$ cat src/hdl/target_view_consts.svh
`ifndef TARGET_VIEW_CONSTS_SVH
`define TARGET_VIEW_CONSTS_SVH

// ==========================================================================
// Register offsets.
`define REG_CMD 4'h0
`define REG_CTRL 4'h1
`define REG_STATUS 4'h2
`define REG_LEDS 4'h3
`define REG_TIMEOUT 4'h4
`define REG_AUTOPORT 4'h5

// ==========================================================================
// Field positions.
`define CMD_LEVEL_LSB 0
`define CMD_LEVEL_MSB 3
`define CMD_HAS_LEVEL_BIT 4
`define CMD_COUNT_LSB 8
`define CMD_COUNT_MSB 15
`define CTRL_REMOTE_RESET_BIT 0
`define CTRL_ERR_CLEAR_BIT 1

// ==========================================================================
// Reset values and limits.
`define VIEW_LEVEL_MAX 4'h8
`define VIEW_LEVEL_DEFAULT 4'h0
`define TIMEOUT_FIRST_RST 8'h0F
`define TIMEOUT_SECOND_RST 8'h00
`define AUTOPORT_RST 2'h1
`define ROWS_PER_HEADING 8

// ==========================================================================
// Timing.
`define CLK_FREQ_HZ 50000000
`define LAMP_TEST_MS 1000
`define LAMP_TEST_CYCLES (`CLK_FREQ_HZ / 1000 * `LAMP_TEST_MS)

`endif

$ cat src/hdl/target_view_pkg.sv
package target_view_pkg;

	typedef logic [3:0] view_level_t;
	typedef logic [7:0] led_row_t;

	typedef enum logic [1:0] {
		ST_IDLE = 2'b00,
		ST_HEAD = 2'b01,
		ST_ROW = 2'b10
	} seq_state_t;

endpackage

$ cat src/hdl/view_row_if.sv
`timescale 1ns/100ps
`default_nettype none

interface view_row_if;
	logic start;
	logic [7:0] count;
	logic [7:0] row;
	logic ready;
	logic busy;
	logic valid;
	logic heading;
	logic [7:0] data;
	logic lamp_start;
	logic lamp_active;

	modport ctl(output start, output count, output row, output ready, output lamp_start,
		input busy, input valid, input heading, input data, input lamp_active);
	modport seq(input start, input count, input row, input ready,
		output busy, output valid, output heading, output data);
	modport lamp(input lamp_start, output lamp_active);
endinterface

`default_nettype wire

$ cat src/hdl/readout_sequencer.sv
`include "target_view_consts.svh"
`timescale 1ns/100ps
`default_nettype none

module readout_sequencer import target_view_pkg::*; (
	// Clock and reset.
	input wire logic clk,
	input wire logic rst,
	// Link to the selector.
	view_row_if.seq vif
);

	seq_state_t state_q;
	logic [7:0] left_q;
	logic [2:0] idx_q;
	logic valid_q;
	logic heading_q;
	logic [7:0] data_q;

	// ==========================================================================
	// Heading beat, then rows, with a new heading after every eighth row unless that row is the last.
	always_ff @(posedge clk) begin
		if (rst) begin
			state_q <= ST_IDLE;
			left_q <= 8'h00;
			idx_q <= 3'h0;
			valid_q <= 1'b0;
			heading_q <= 1'b0;
			data_q <= 8'h00;
		end else if (vif.start) begin
			state_q <= ST_HEAD;
			left_q <= vif.count;
			idx_q <= 3'h0;
			valid_q <= 1'b1;
			heading_q <= 1'b1;
			data_q <= 8'h00;
		end else begin
			case (state_q)
				ST_HEAD: begin
					if (vif.ready) begin
						state_q <= ST_ROW;
						heading_q <= 1'b0;
						data_q <= vif.row;
					end
				end
				ST_ROW: begin
					if (vif.ready) begin
						left_q <= left_q - 8'h01;
						idx_q <= idx_q + 3'h1;
						if (left_q == 8'h01) begin
							state_q <= ST_IDLE;
							valid_q <= 1'b0;
						end else if (idx_q == 3'(`ROWS_PER_HEADING - 1)) begin
							state_q <= ST_HEAD;
							heading_q <= 1'b1;
							data_q <= 8'h00;
						end else begin
							data_q <= vif.row;
						end
					end
				end
				default: begin
					state_q <= ST_IDLE;
					valid_q <= 1'b0;
					heading_q <= 1'b0;
				end
			endcase
		end
	end

	assign vif.busy = (state_q != ST_IDLE);
	assign vif.valid = valid_q;
	assign vif.heading = heading_q;
	assign vif.data = data_q;
endmodule // readout_sequencer

`default_nettype wire

$ cat src/hdl/lamp_test_timer.sv
`timescale 1ns/100ps
`default_nettype none

module lamp_test_timer #(
	parameter int CYCLES = 50000000
) (
	// Clock and reset.
	input wire logic clk,
	input wire logic rst,
	// Link to the selector.
	view_row_if.lamp vif
);

	localparam int CW = $clog2(CYCLES + 1);

	logic [CW-1:0] cnt_q;
	logic active_q;

	// ==========================================================================
	// All-on window of CYCLES clocks, restarted by each press.
	always_ff @(posedge clk) begin
		if (rst) begin
			cnt_q <= '0;
			active_q <= 1'b0;
		end else if (vif.lamp_start) begin
			cnt_q <= CW'(CYCLES - 1);
			active_q <= 1'b1;
		end else if (active_q) begin
			if (cnt_q == '0) begin
				active_q <= 1'b0;
			end else begin
				cnt_q <= cnt_q - CW'(1);
			end
		end
	end

	assign vif.lamp_active = active_q;
endmodule // lamp_test_timer

`default_nettype wire

$ cat src/hdl/target_led_view_selector.sv
// Chosen here: the plain strobed port and the register addresses.
`include "target_view_consts.svh"
`timescale 1ns/100ps
`default_nettype none

module target_led_view_selector import target_view_pkg::*; #(
	parameter int LAMP_CYCLES = `LAMP_TEST_CYCLES
) (
	// Clock and reset.
	input wire logic CLK,
	input wire logic SRST,
	// Register port.
	input wire logic [3:0] ADDR,
	input wire logic [15:0] WDATA,
	input wire logic WR_STB,
	input wire logic RD_STB,
	output logic [15:0] RDATA,
	// Protection flags.
	input wire logic [5:0] TARGET_EVENTS,
	input wire logic ENABLED_FLAG,
	input wire logic ALARM_FLAG,
	input wire logic [47:0] ELEMENT_ROWS,
	input wire logic [5:0] CONTACT_INPUTS,
	input wire logic [6:0] OUTPUT_CONTACTS,
	// Front panel and port events.
	input wire logic TARGET_RESET_BUTTON,
	input wire logic AUTO_MSG_TIMED_OUT,
	// LEDs.
	output logic [7:0] LEDS,
	output logic LAMP_TEST_ACTIVE,
	// Readout stream.
	input wire logic READOUT_READY,
	output logic READOUT_VALID,
	output logic READOUT_HEADING,
	output logic [7:0] READOUT_DATA
);

	view_row_if vif();

	view_level_t view_q;
	logic [5:0] latch_q;
	logic [7:0] port_idle_timeout_first_q;
	logic [7:0] port_idle_timeout_second_q;
	logic [1:0] auto_port_q;
	logic cmd_err_q;
	led_row_t leds_q;
	logic [15:0] rdata_q;
	led_row_t row_sel;

	// ==========================================================================
	// Command decode.
	logic wr_cmd;
	logic wr_ctrl;
	view_level_t cmd_level;
	logic cmd_has_level;
	logic [7:0] cmd_count;
	logic cmd_bad;
	logic cmd_ok;
	logic remote_reset;
	logic revert_allowed;
	logic auto_revert;
	logic clear_targets;

	assign wr_cmd = WR_STB && (ADDR == `REG_CMD);
	assign wr_ctrl = WR_STB && (ADDR == `REG_CTRL);
	assign cmd_level = WDATA[`CMD_LEVEL_MSB:`CMD_LEVEL_LSB];
	assign cmd_has_level = WDATA[`CMD_HAS_LEVEL_BIT];
	assign cmd_count = WDATA[`CMD_COUNT_MSB:`CMD_COUNT_LSB];
	assign cmd_bad = wr_cmd && ((cmd_count != 8'h00 && !cmd_has_level)
		|| (cmd_has_level && cmd_level > `VIEW_LEVEL_MAX));
	assign cmd_ok = wr_cmd && !cmd_bad;
	assign remote_reset = wr_ctrl && WDATA[`CTRL_REMOTE_RESET_BIT];
	assign revert_allowed = (auto_port_q[0] && port_idle_timeout_first_q != 8'h00)
		|| (auto_port_q[1] && port_idle_timeout_second_q != 8'h00);
	assign auto_revert = AUTO_MSG_TIMED_OUT && revert_allowed;
	assign clear_targets = auto_revert || remote_reset || TARGET_RESET_BUTTON;

	// ==========================================================================
	// View level.
	always_ff @(posedge CLK) begin
		if (SRST) begin
			view_q <= `VIEW_LEVEL_DEFAULT;
		end else if (auto_revert || remote_reset) begin
			view_q <= `VIEW_LEVEL_DEFAULT;
		end else if (cmd_ok && cmd_has_level) begin
			view_q <= cmd_level;
		end
	end

	// ==========================================================================
	// Latched targets; a new event wins over a clear in the same cycle.
	always_ff @(posedge CLK) begin
		if (SRST) begin
			latch_q <= 6'h00;
		end else begin
			latch_q <= (clear_targets ? 6'h00 : latch_q) | TARGET_EVENTS;
		end
	end

	// ==========================================================================
	// Settings and error flag.
	always_ff @(posedge CLK) begin
		if (SRST) begin
			port_idle_timeout_first_q <= `TIMEOUT_FIRST_RST;
			port_idle_timeout_second_q <= `TIMEOUT_SECOND_RST;
		end else if (WR_STB && ADDR == `REG_TIMEOUT) begin
			port_idle_timeout_first_q <= WDATA[7:0];
			port_idle_timeout_second_q <= WDATA[15:8];
		end
	end

	always_ff @(posedge CLK) begin
		if (SRST) begin
			auto_port_q <= `AUTOPORT_RST;
		end else if (WR_STB && ADDR == `REG_AUTOPORT) begin
			auto_port_q <= WDATA[1:0];
		end
	end

	always_ff @(posedge CLK) begin
		if (SRST) begin
			cmd_err_q <= 1'b0;
		end else if (cmd_bad) begin
			cmd_err_q <= 1'b1;
		end else if (wr_ctrl && WDATA[`CTRL_ERR_CLEAR_BIT]) begin
			cmd_err_q <= 1'b0;
		end
	end

	// ==========================================================================
	// Row selection; LEDS bit 0 is LED 1.
	always_comb begin
		case (view_q)
			4'h0: row_sel = {ALARM_FLAG, ENABLED_FLAG, latch_q};
			4'h1: row_sel = ELEMENT_ROWS[7:0];
			4'h2: row_sel = ELEMENT_ROWS[15:8];
			4'h3: row_sel = ELEMENT_ROWS[23:16];
			4'h4: row_sel = ELEMENT_ROWS[31:24];
			4'h5: row_sel = ELEMENT_ROWS[39:32];
			4'h6: row_sel = ELEMENT_ROWS[47:40];
			4'h7: row_sel = {CONTACT_INPUTS[0], CONTACT_INPUTS[1], CONTACT_INPUTS[2],
				CONTACT_INPUTS[3], CONTACT_INPUTS[4], CONTACT_INPUTS[5], 2'b00};
			4'h8: row_sel = {OUTPUT_CONTACTS, 1'b0};
			default: row_sel = 8'h00;
		endcase
	end

	always_ff @(posedge CLK) begin
		if (SRST) begin
			leds_q <= 8'h00;
		end else begin
			leds_q <= vif.lamp_active ? 8'hFF : row_sel;
		end
	end

	// ==========================================================================
	// Readout and lamp test hand-off.
	assign vif.start = cmd_ok || remote_reset;
	assign vif.count = (remote_reset || cmd_count == 8'h00) ? 8'h01 : cmd_count;
	assign vif.row = row_sel;
	assign vif.ready = READOUT_READY;
	assign vif.lamp_start = TARGET_RESET_BUTTON;

	readout_sequencer u_seq (
		.clk(CLK),
		.rst(SRST),
		.vif(vif.seq)
	);

	lamp_test_timer #(
		.CYCLES(LAMP_CYCLES)
	) u_lamp (
		.clk(CLK),
		.rst(SRST),
		.vif(vif.lamp)
	);

	// ==========================================================================
	// Register reads; data stand only in the cycle after the strobe.
	always_ff @(posedge CLK) begin
		if (SRST) begin
			rdata_q <= 16'h0000;
		end else if (RD_STB) begin
			case (ADDR)
				`REG_STATUS: rdata_q <= {9'h0, cmd_err_q, vif.busy, vif.lamp_active, view_q};
				`REG_LEDS: rdata_q <= {8'h00, leds_q};
				`REG_TIMEOUT: rdata_q <= {port_idle_timeout_second_q, port_idle_timeout_first_q};
				`REG_AUTOPORT: rdata_q <= {14'h0, auto_port_q};
				default: rdata_q <= 16'h0000;
			endcase
		end else begin
			rdata_q <= 16'h0000;
		end
	end

	assign RDATA = rdata_q;
	assign LEDS = leds_q;
	assign LAMP_TEST_ACTIVE = vif.lamp_active;
	assign READOUT_VALID = vif.valid;
	assign READOUT_HEADING = vif.heading;
	assign READOUT_DATA = vif.data;
endmodule // target_led_view_selector

`default_nettype wire

$ cat config.mk
export PLATFORM = sky130hd
export DESIGN_NAME = target_led_view_selector
export DESIGN_NICKNAME = d
export VERILOG_FILES = /design/src/hdl/target_view_pkg.sv /design/src/hdl/view_row_if.sv /design/src/hdl/readout_sequencer.sv /design/src/hdl/lamp_test_timer.sv /design/src/hdl/target_led_view_selector.sv
export VERILOG_INCLUDE_DIRS = /design/src /design/src/hdl
export SDC_FILE = /design/constraint.sdc
export NUM_CORES = 1
export LEC_CHECK = 0
export BUFFER_PORTS_ARGS = -buffer_cell sky130_fd_sc_hd__buf_2
export CAP_MARGIN = 5
export CORE_UTILIZATION = 49
export CTS_CLUSTER_DIAMETER = 150
export DETAILED_ROUTE_END_ITERATION = 8
export GPL_TIMING_DRIVEN = 0
export HOLD_SLACK_MARGIN = 0.05
export PLACE_DENSITY = 0.78
export SLEW_MARGIN = 10
export SYNTH_ARGS = -nofsm -noshare
export SYNTH_HDL_FRONTEND = slang
export SYNTH_HIERARCHICAL = 1
export SYNTH_SLANG_ARGS = --single-unit
export TNS_END_PERCENT = 50
$ cat constraint.sdc
create_clock -name CLK -period 2.2 [get_ports CLK]
set_input_delay 0.55 -clock CLK [delete_from_list [all_inputs] [get_ports CLK]]
set_output_delay 0.55 -clock CLK [all_outputs]
set_load 0.005 [all_outputs]
==> results by group <==
Outcome
  • Status: complete, no violations

Setup path
  • Crit-path slowest cell: dfxtp_1
  • Reg2Reg Setup Slack: 70 ps
  • Critical path class: register to register
  • Reg2Reg Depth: 7
  • Worst setup SP type: register
  • CP endpoint kind: register
  • Slowest cell delay on critical path: 450 ps
  • Worst path cell trace: buf_2, clkbuf_1, a211oi_1, o32ai_1, nor2_1, nand3_1, o21ai_1
  • Arr. time, crit path: 2390 ps
  • Worst Path Max Fanout: 10
  • Worst EP required: 2460 ps

Global routing
  • GRT Total Usage: 26.81%
  • First-pass GRT wire length: 24,180 um
  • Largest net degree at the start of global routing: 20
  • Grt total ovfl: 0
  • Initial antenna violation count: 0
  • Number of global-route vias before repair: 5,063

Die
  • Core Rows: 38
  • # IOs: 131
  • Die width: 107.3 um
  • Chip height: 107.3 um
  • Initial core utilization: 50.14%
  • Core area: 0.01084 mm^2
  • Die footprint: 0.01152 mm^2

STA
  • Max-slew headroom: 53.30%
  • Skew final: 10.44 ps
  • FMAX: 470.5 MHz
  • Worst-Margin Slew: 691.1 ps
  • Final period util: 96.60%
  • Pins Over Slew Limit: 0
  • Fin crit period: 2125 ps
  • Final setup fails: 0
  • Fin. Hold Viols: 0

Clocking
  • Clock insertion delay at the later pin of the skew report: 370 ps
  • CTS tree: built
  • Max clock buf depth: 2
  • CTS Hold Bufs: 0
  • Clock transition at path regs: 100 ps
  • CTS root buffer: clkbuf_8
  • Total clock sinks: 103
  • Total CTS buffers: 9
  • H-tree depth: 3

Cells and area
  • Most frequent cells in the layout: buf_2 (140), dfxtp_1 (103), a21oi_1 (56)
  • Ant diodes: 0
  • Layout cells sized above 1: 26.04%
  • Most common cell after layout, fill and taps aside: buf_2
  • Area grow syn2layout: 20.07%
  • Post-Route Utilization: 60.20%
  • Nets: 868

Logic synthesis
  • Post-synthesis register bit count: 103
  • Main flop type after synthesis: dfxtp_1
  • Post-Synthesis Cells: 621
  • EDFF count, synth: 0
  • Asr flop ratio synth: 0%
  • Mean post-synth cell area: 8.752 um^2
  • Count of unique library cells instantiated by Yosys: 76
  • Synthesized area: 0.005435 mm^2
  • Register area share after synthesis: 37.94%
  • Post-Syn Nets: 726
  • Synth warnings: 6

Flow run
  • Maxcap violations: 0

Pwr
  • Overall power: 3703 uW
  • Power density over cell area: 567.4 mW/mm^2
  • Net switching fraction of the power: 27.50%
  • Clock power share: 33.1%
  • Internal Power: 2685 uW
  • Net switching power of the design: 1018 uW
  • Gate power share: 13.0%
  • Sequential Power Share: 53.9%
  • Worst VDD drop: 0.0003151 V
  • Cell leakage power: 0.002651 uW

Worst hold path
  • Worst min path class: primary input to register
  • Number of cells on the worst hold path: 3

Route
  • Vias/cell: 5.888
  • DRT antenna net count: 0
  • DR WL/cell: 16.69 um
  • Vias: 5,346
  • Drt drc: 0
  • Drt first pass iters: 7
  • Final wirelength: 15,160 um
  • Initial DRC count: 431

Placed design
  • GP Congestion: 0.9018
  • # port buffers: 129
  • Half-perimeter wire length after placement: 11,560 um
[critical path: cells and delay by family (launching register included)]
family / cells / cell delay [ps]
buf+inv: 2 / 680
compound gates: 3 / 680
flops: 1 / 450
simple gates: 2 / 220
[sequential cells by signal, indices dropped and copies added, names as in the netlist, 2 cells and up]
signal / cells
RDATA: 16
LEDS: 8
view_q: 4
port_idle_timeout_second_q: 8
auto_port_q: 2
latch_q: 6
u_seq/idx_q: 3
u_seq/left_q: 8
u_lamp/cnt_q: 26
u_seq/state_q: 2
u_seq/vif.data: 8
port_idle_timeout_first_q: 8
[per-layer routing]
metal	track usage, %	vias up	wire length, um	share of wire [%]
met5	0	-	0	0
met4	9.883	0	412	2.7
met3	5.206	30	881	5.8
met2	46.64	201	7367	49
met1	32.70	2537	6494	43
li1	-	2578	-	-
[through the flow]
stage,std cells,instance area (um^2),setup WS (ps),TNS [ps],hold WS (ps)
2_1_floorplan,621,5455,16.31,0,438.4
3_3_place_gp,890,6276,-417.6,-7289,445.2
3_5_place_dp,890,6276,-483.9,-9199,442.5
4_1_cts,905,6484,0.7925,0,389.2
5_1_grt,908,6526,-18.20,-18.20,389.1
6_report,908,6526,74.81,0,404.7
[path summary, 6_finish.rpt]
check / from / to
worst max-delay path: view_q[0] / u_seq/vif.data[7]
worst min-delay path: WDATA[5] / port_idle_timeout_first_q[5]
worst max register to register: view_q[0] / u_seq/vif.data[7]
worst min register to register: u_seq/vif.data[1] / u_seq/vif.data[1]
[area by class of cell]
type                            count  area [um^2]
Fill cell                         948         4314
Multi-Input combinational cell    454         3136
Buffer                             36        180.2
Inverter                           27        101.3
Clock inverter                      7        80.08
Clock buffer                        9        123.9
Timing Repair Buffer              132        668.1
Sequential cell                   103         2062
Tap cell                          140        175.2
[power by group through the flow]
stage	sequential [uW]	combinational, uW	clock, uW
after floorplan	2020	274	0
after global placement	2030	447	0
after detailed placement	2040	460	0
after CTS	1990	464	1260
after global routing	2000	524	1330
final	1990	481	1230
[logic make-up (layout without fill, tap and decap cells)]
logic type                 after synthesis  after routing  synth area share, %
and+or+nand+nor                        231            231                25.28
AOI/OAI and AO/OA                      161            161                20.35
xor gates and xnor gates                23             23                3.706
muxes                                   30             30                5.640
buffers and inverters                   64            211                5.018
DFF                                    103            103                37.94
adders and majority gates                9              9                2.072
[synthesized netlist by cell type (all sizes together), types with 6 or more instances]
master | n | area, um^2
mux2i | 25 | 250.2
or4 | 7 | 52.55
and2 | 11 | 68.82
nand4 | 6 | 50.04
o21ai | 19 | 95.09
nor2 | 35 | 131.4
nand3 | 17 | 85.08
nand4b | 8 | 70.07
nor3 | 12 | 60.06
a21oi | 57 | 289.0
o22ai | 10 | 62.56
dfxtp | 103 | 2062
nand2 | 55 | 206.5
inv | 26 | 97.59
ha | 9 | 112.6
nor2b | 12 | 75.07
clkbuf | 17 | 65.06
nand2b | 6 | 37.54
a31oi | 9 | 62.56
nor4 | 20 | 167.7
buf | 20 | 106.4
xnor2 | 13 | 113.9
nand3b | 10 | 75.07
or4b | 7 | 70.07
xor2 | 10 | 87.58
a211oi | 11 | 82.58
a222oi | 7 | 70.07
[what timing repair did]
action | in CTS | in global routing
buffers inserted | 0 | 3
resized for setup | 4 | 6
setup endpoints to repair | 17 | 26
pin swaps | 2 | 2
Note: power is estimated with default switching activity, not from simulation.
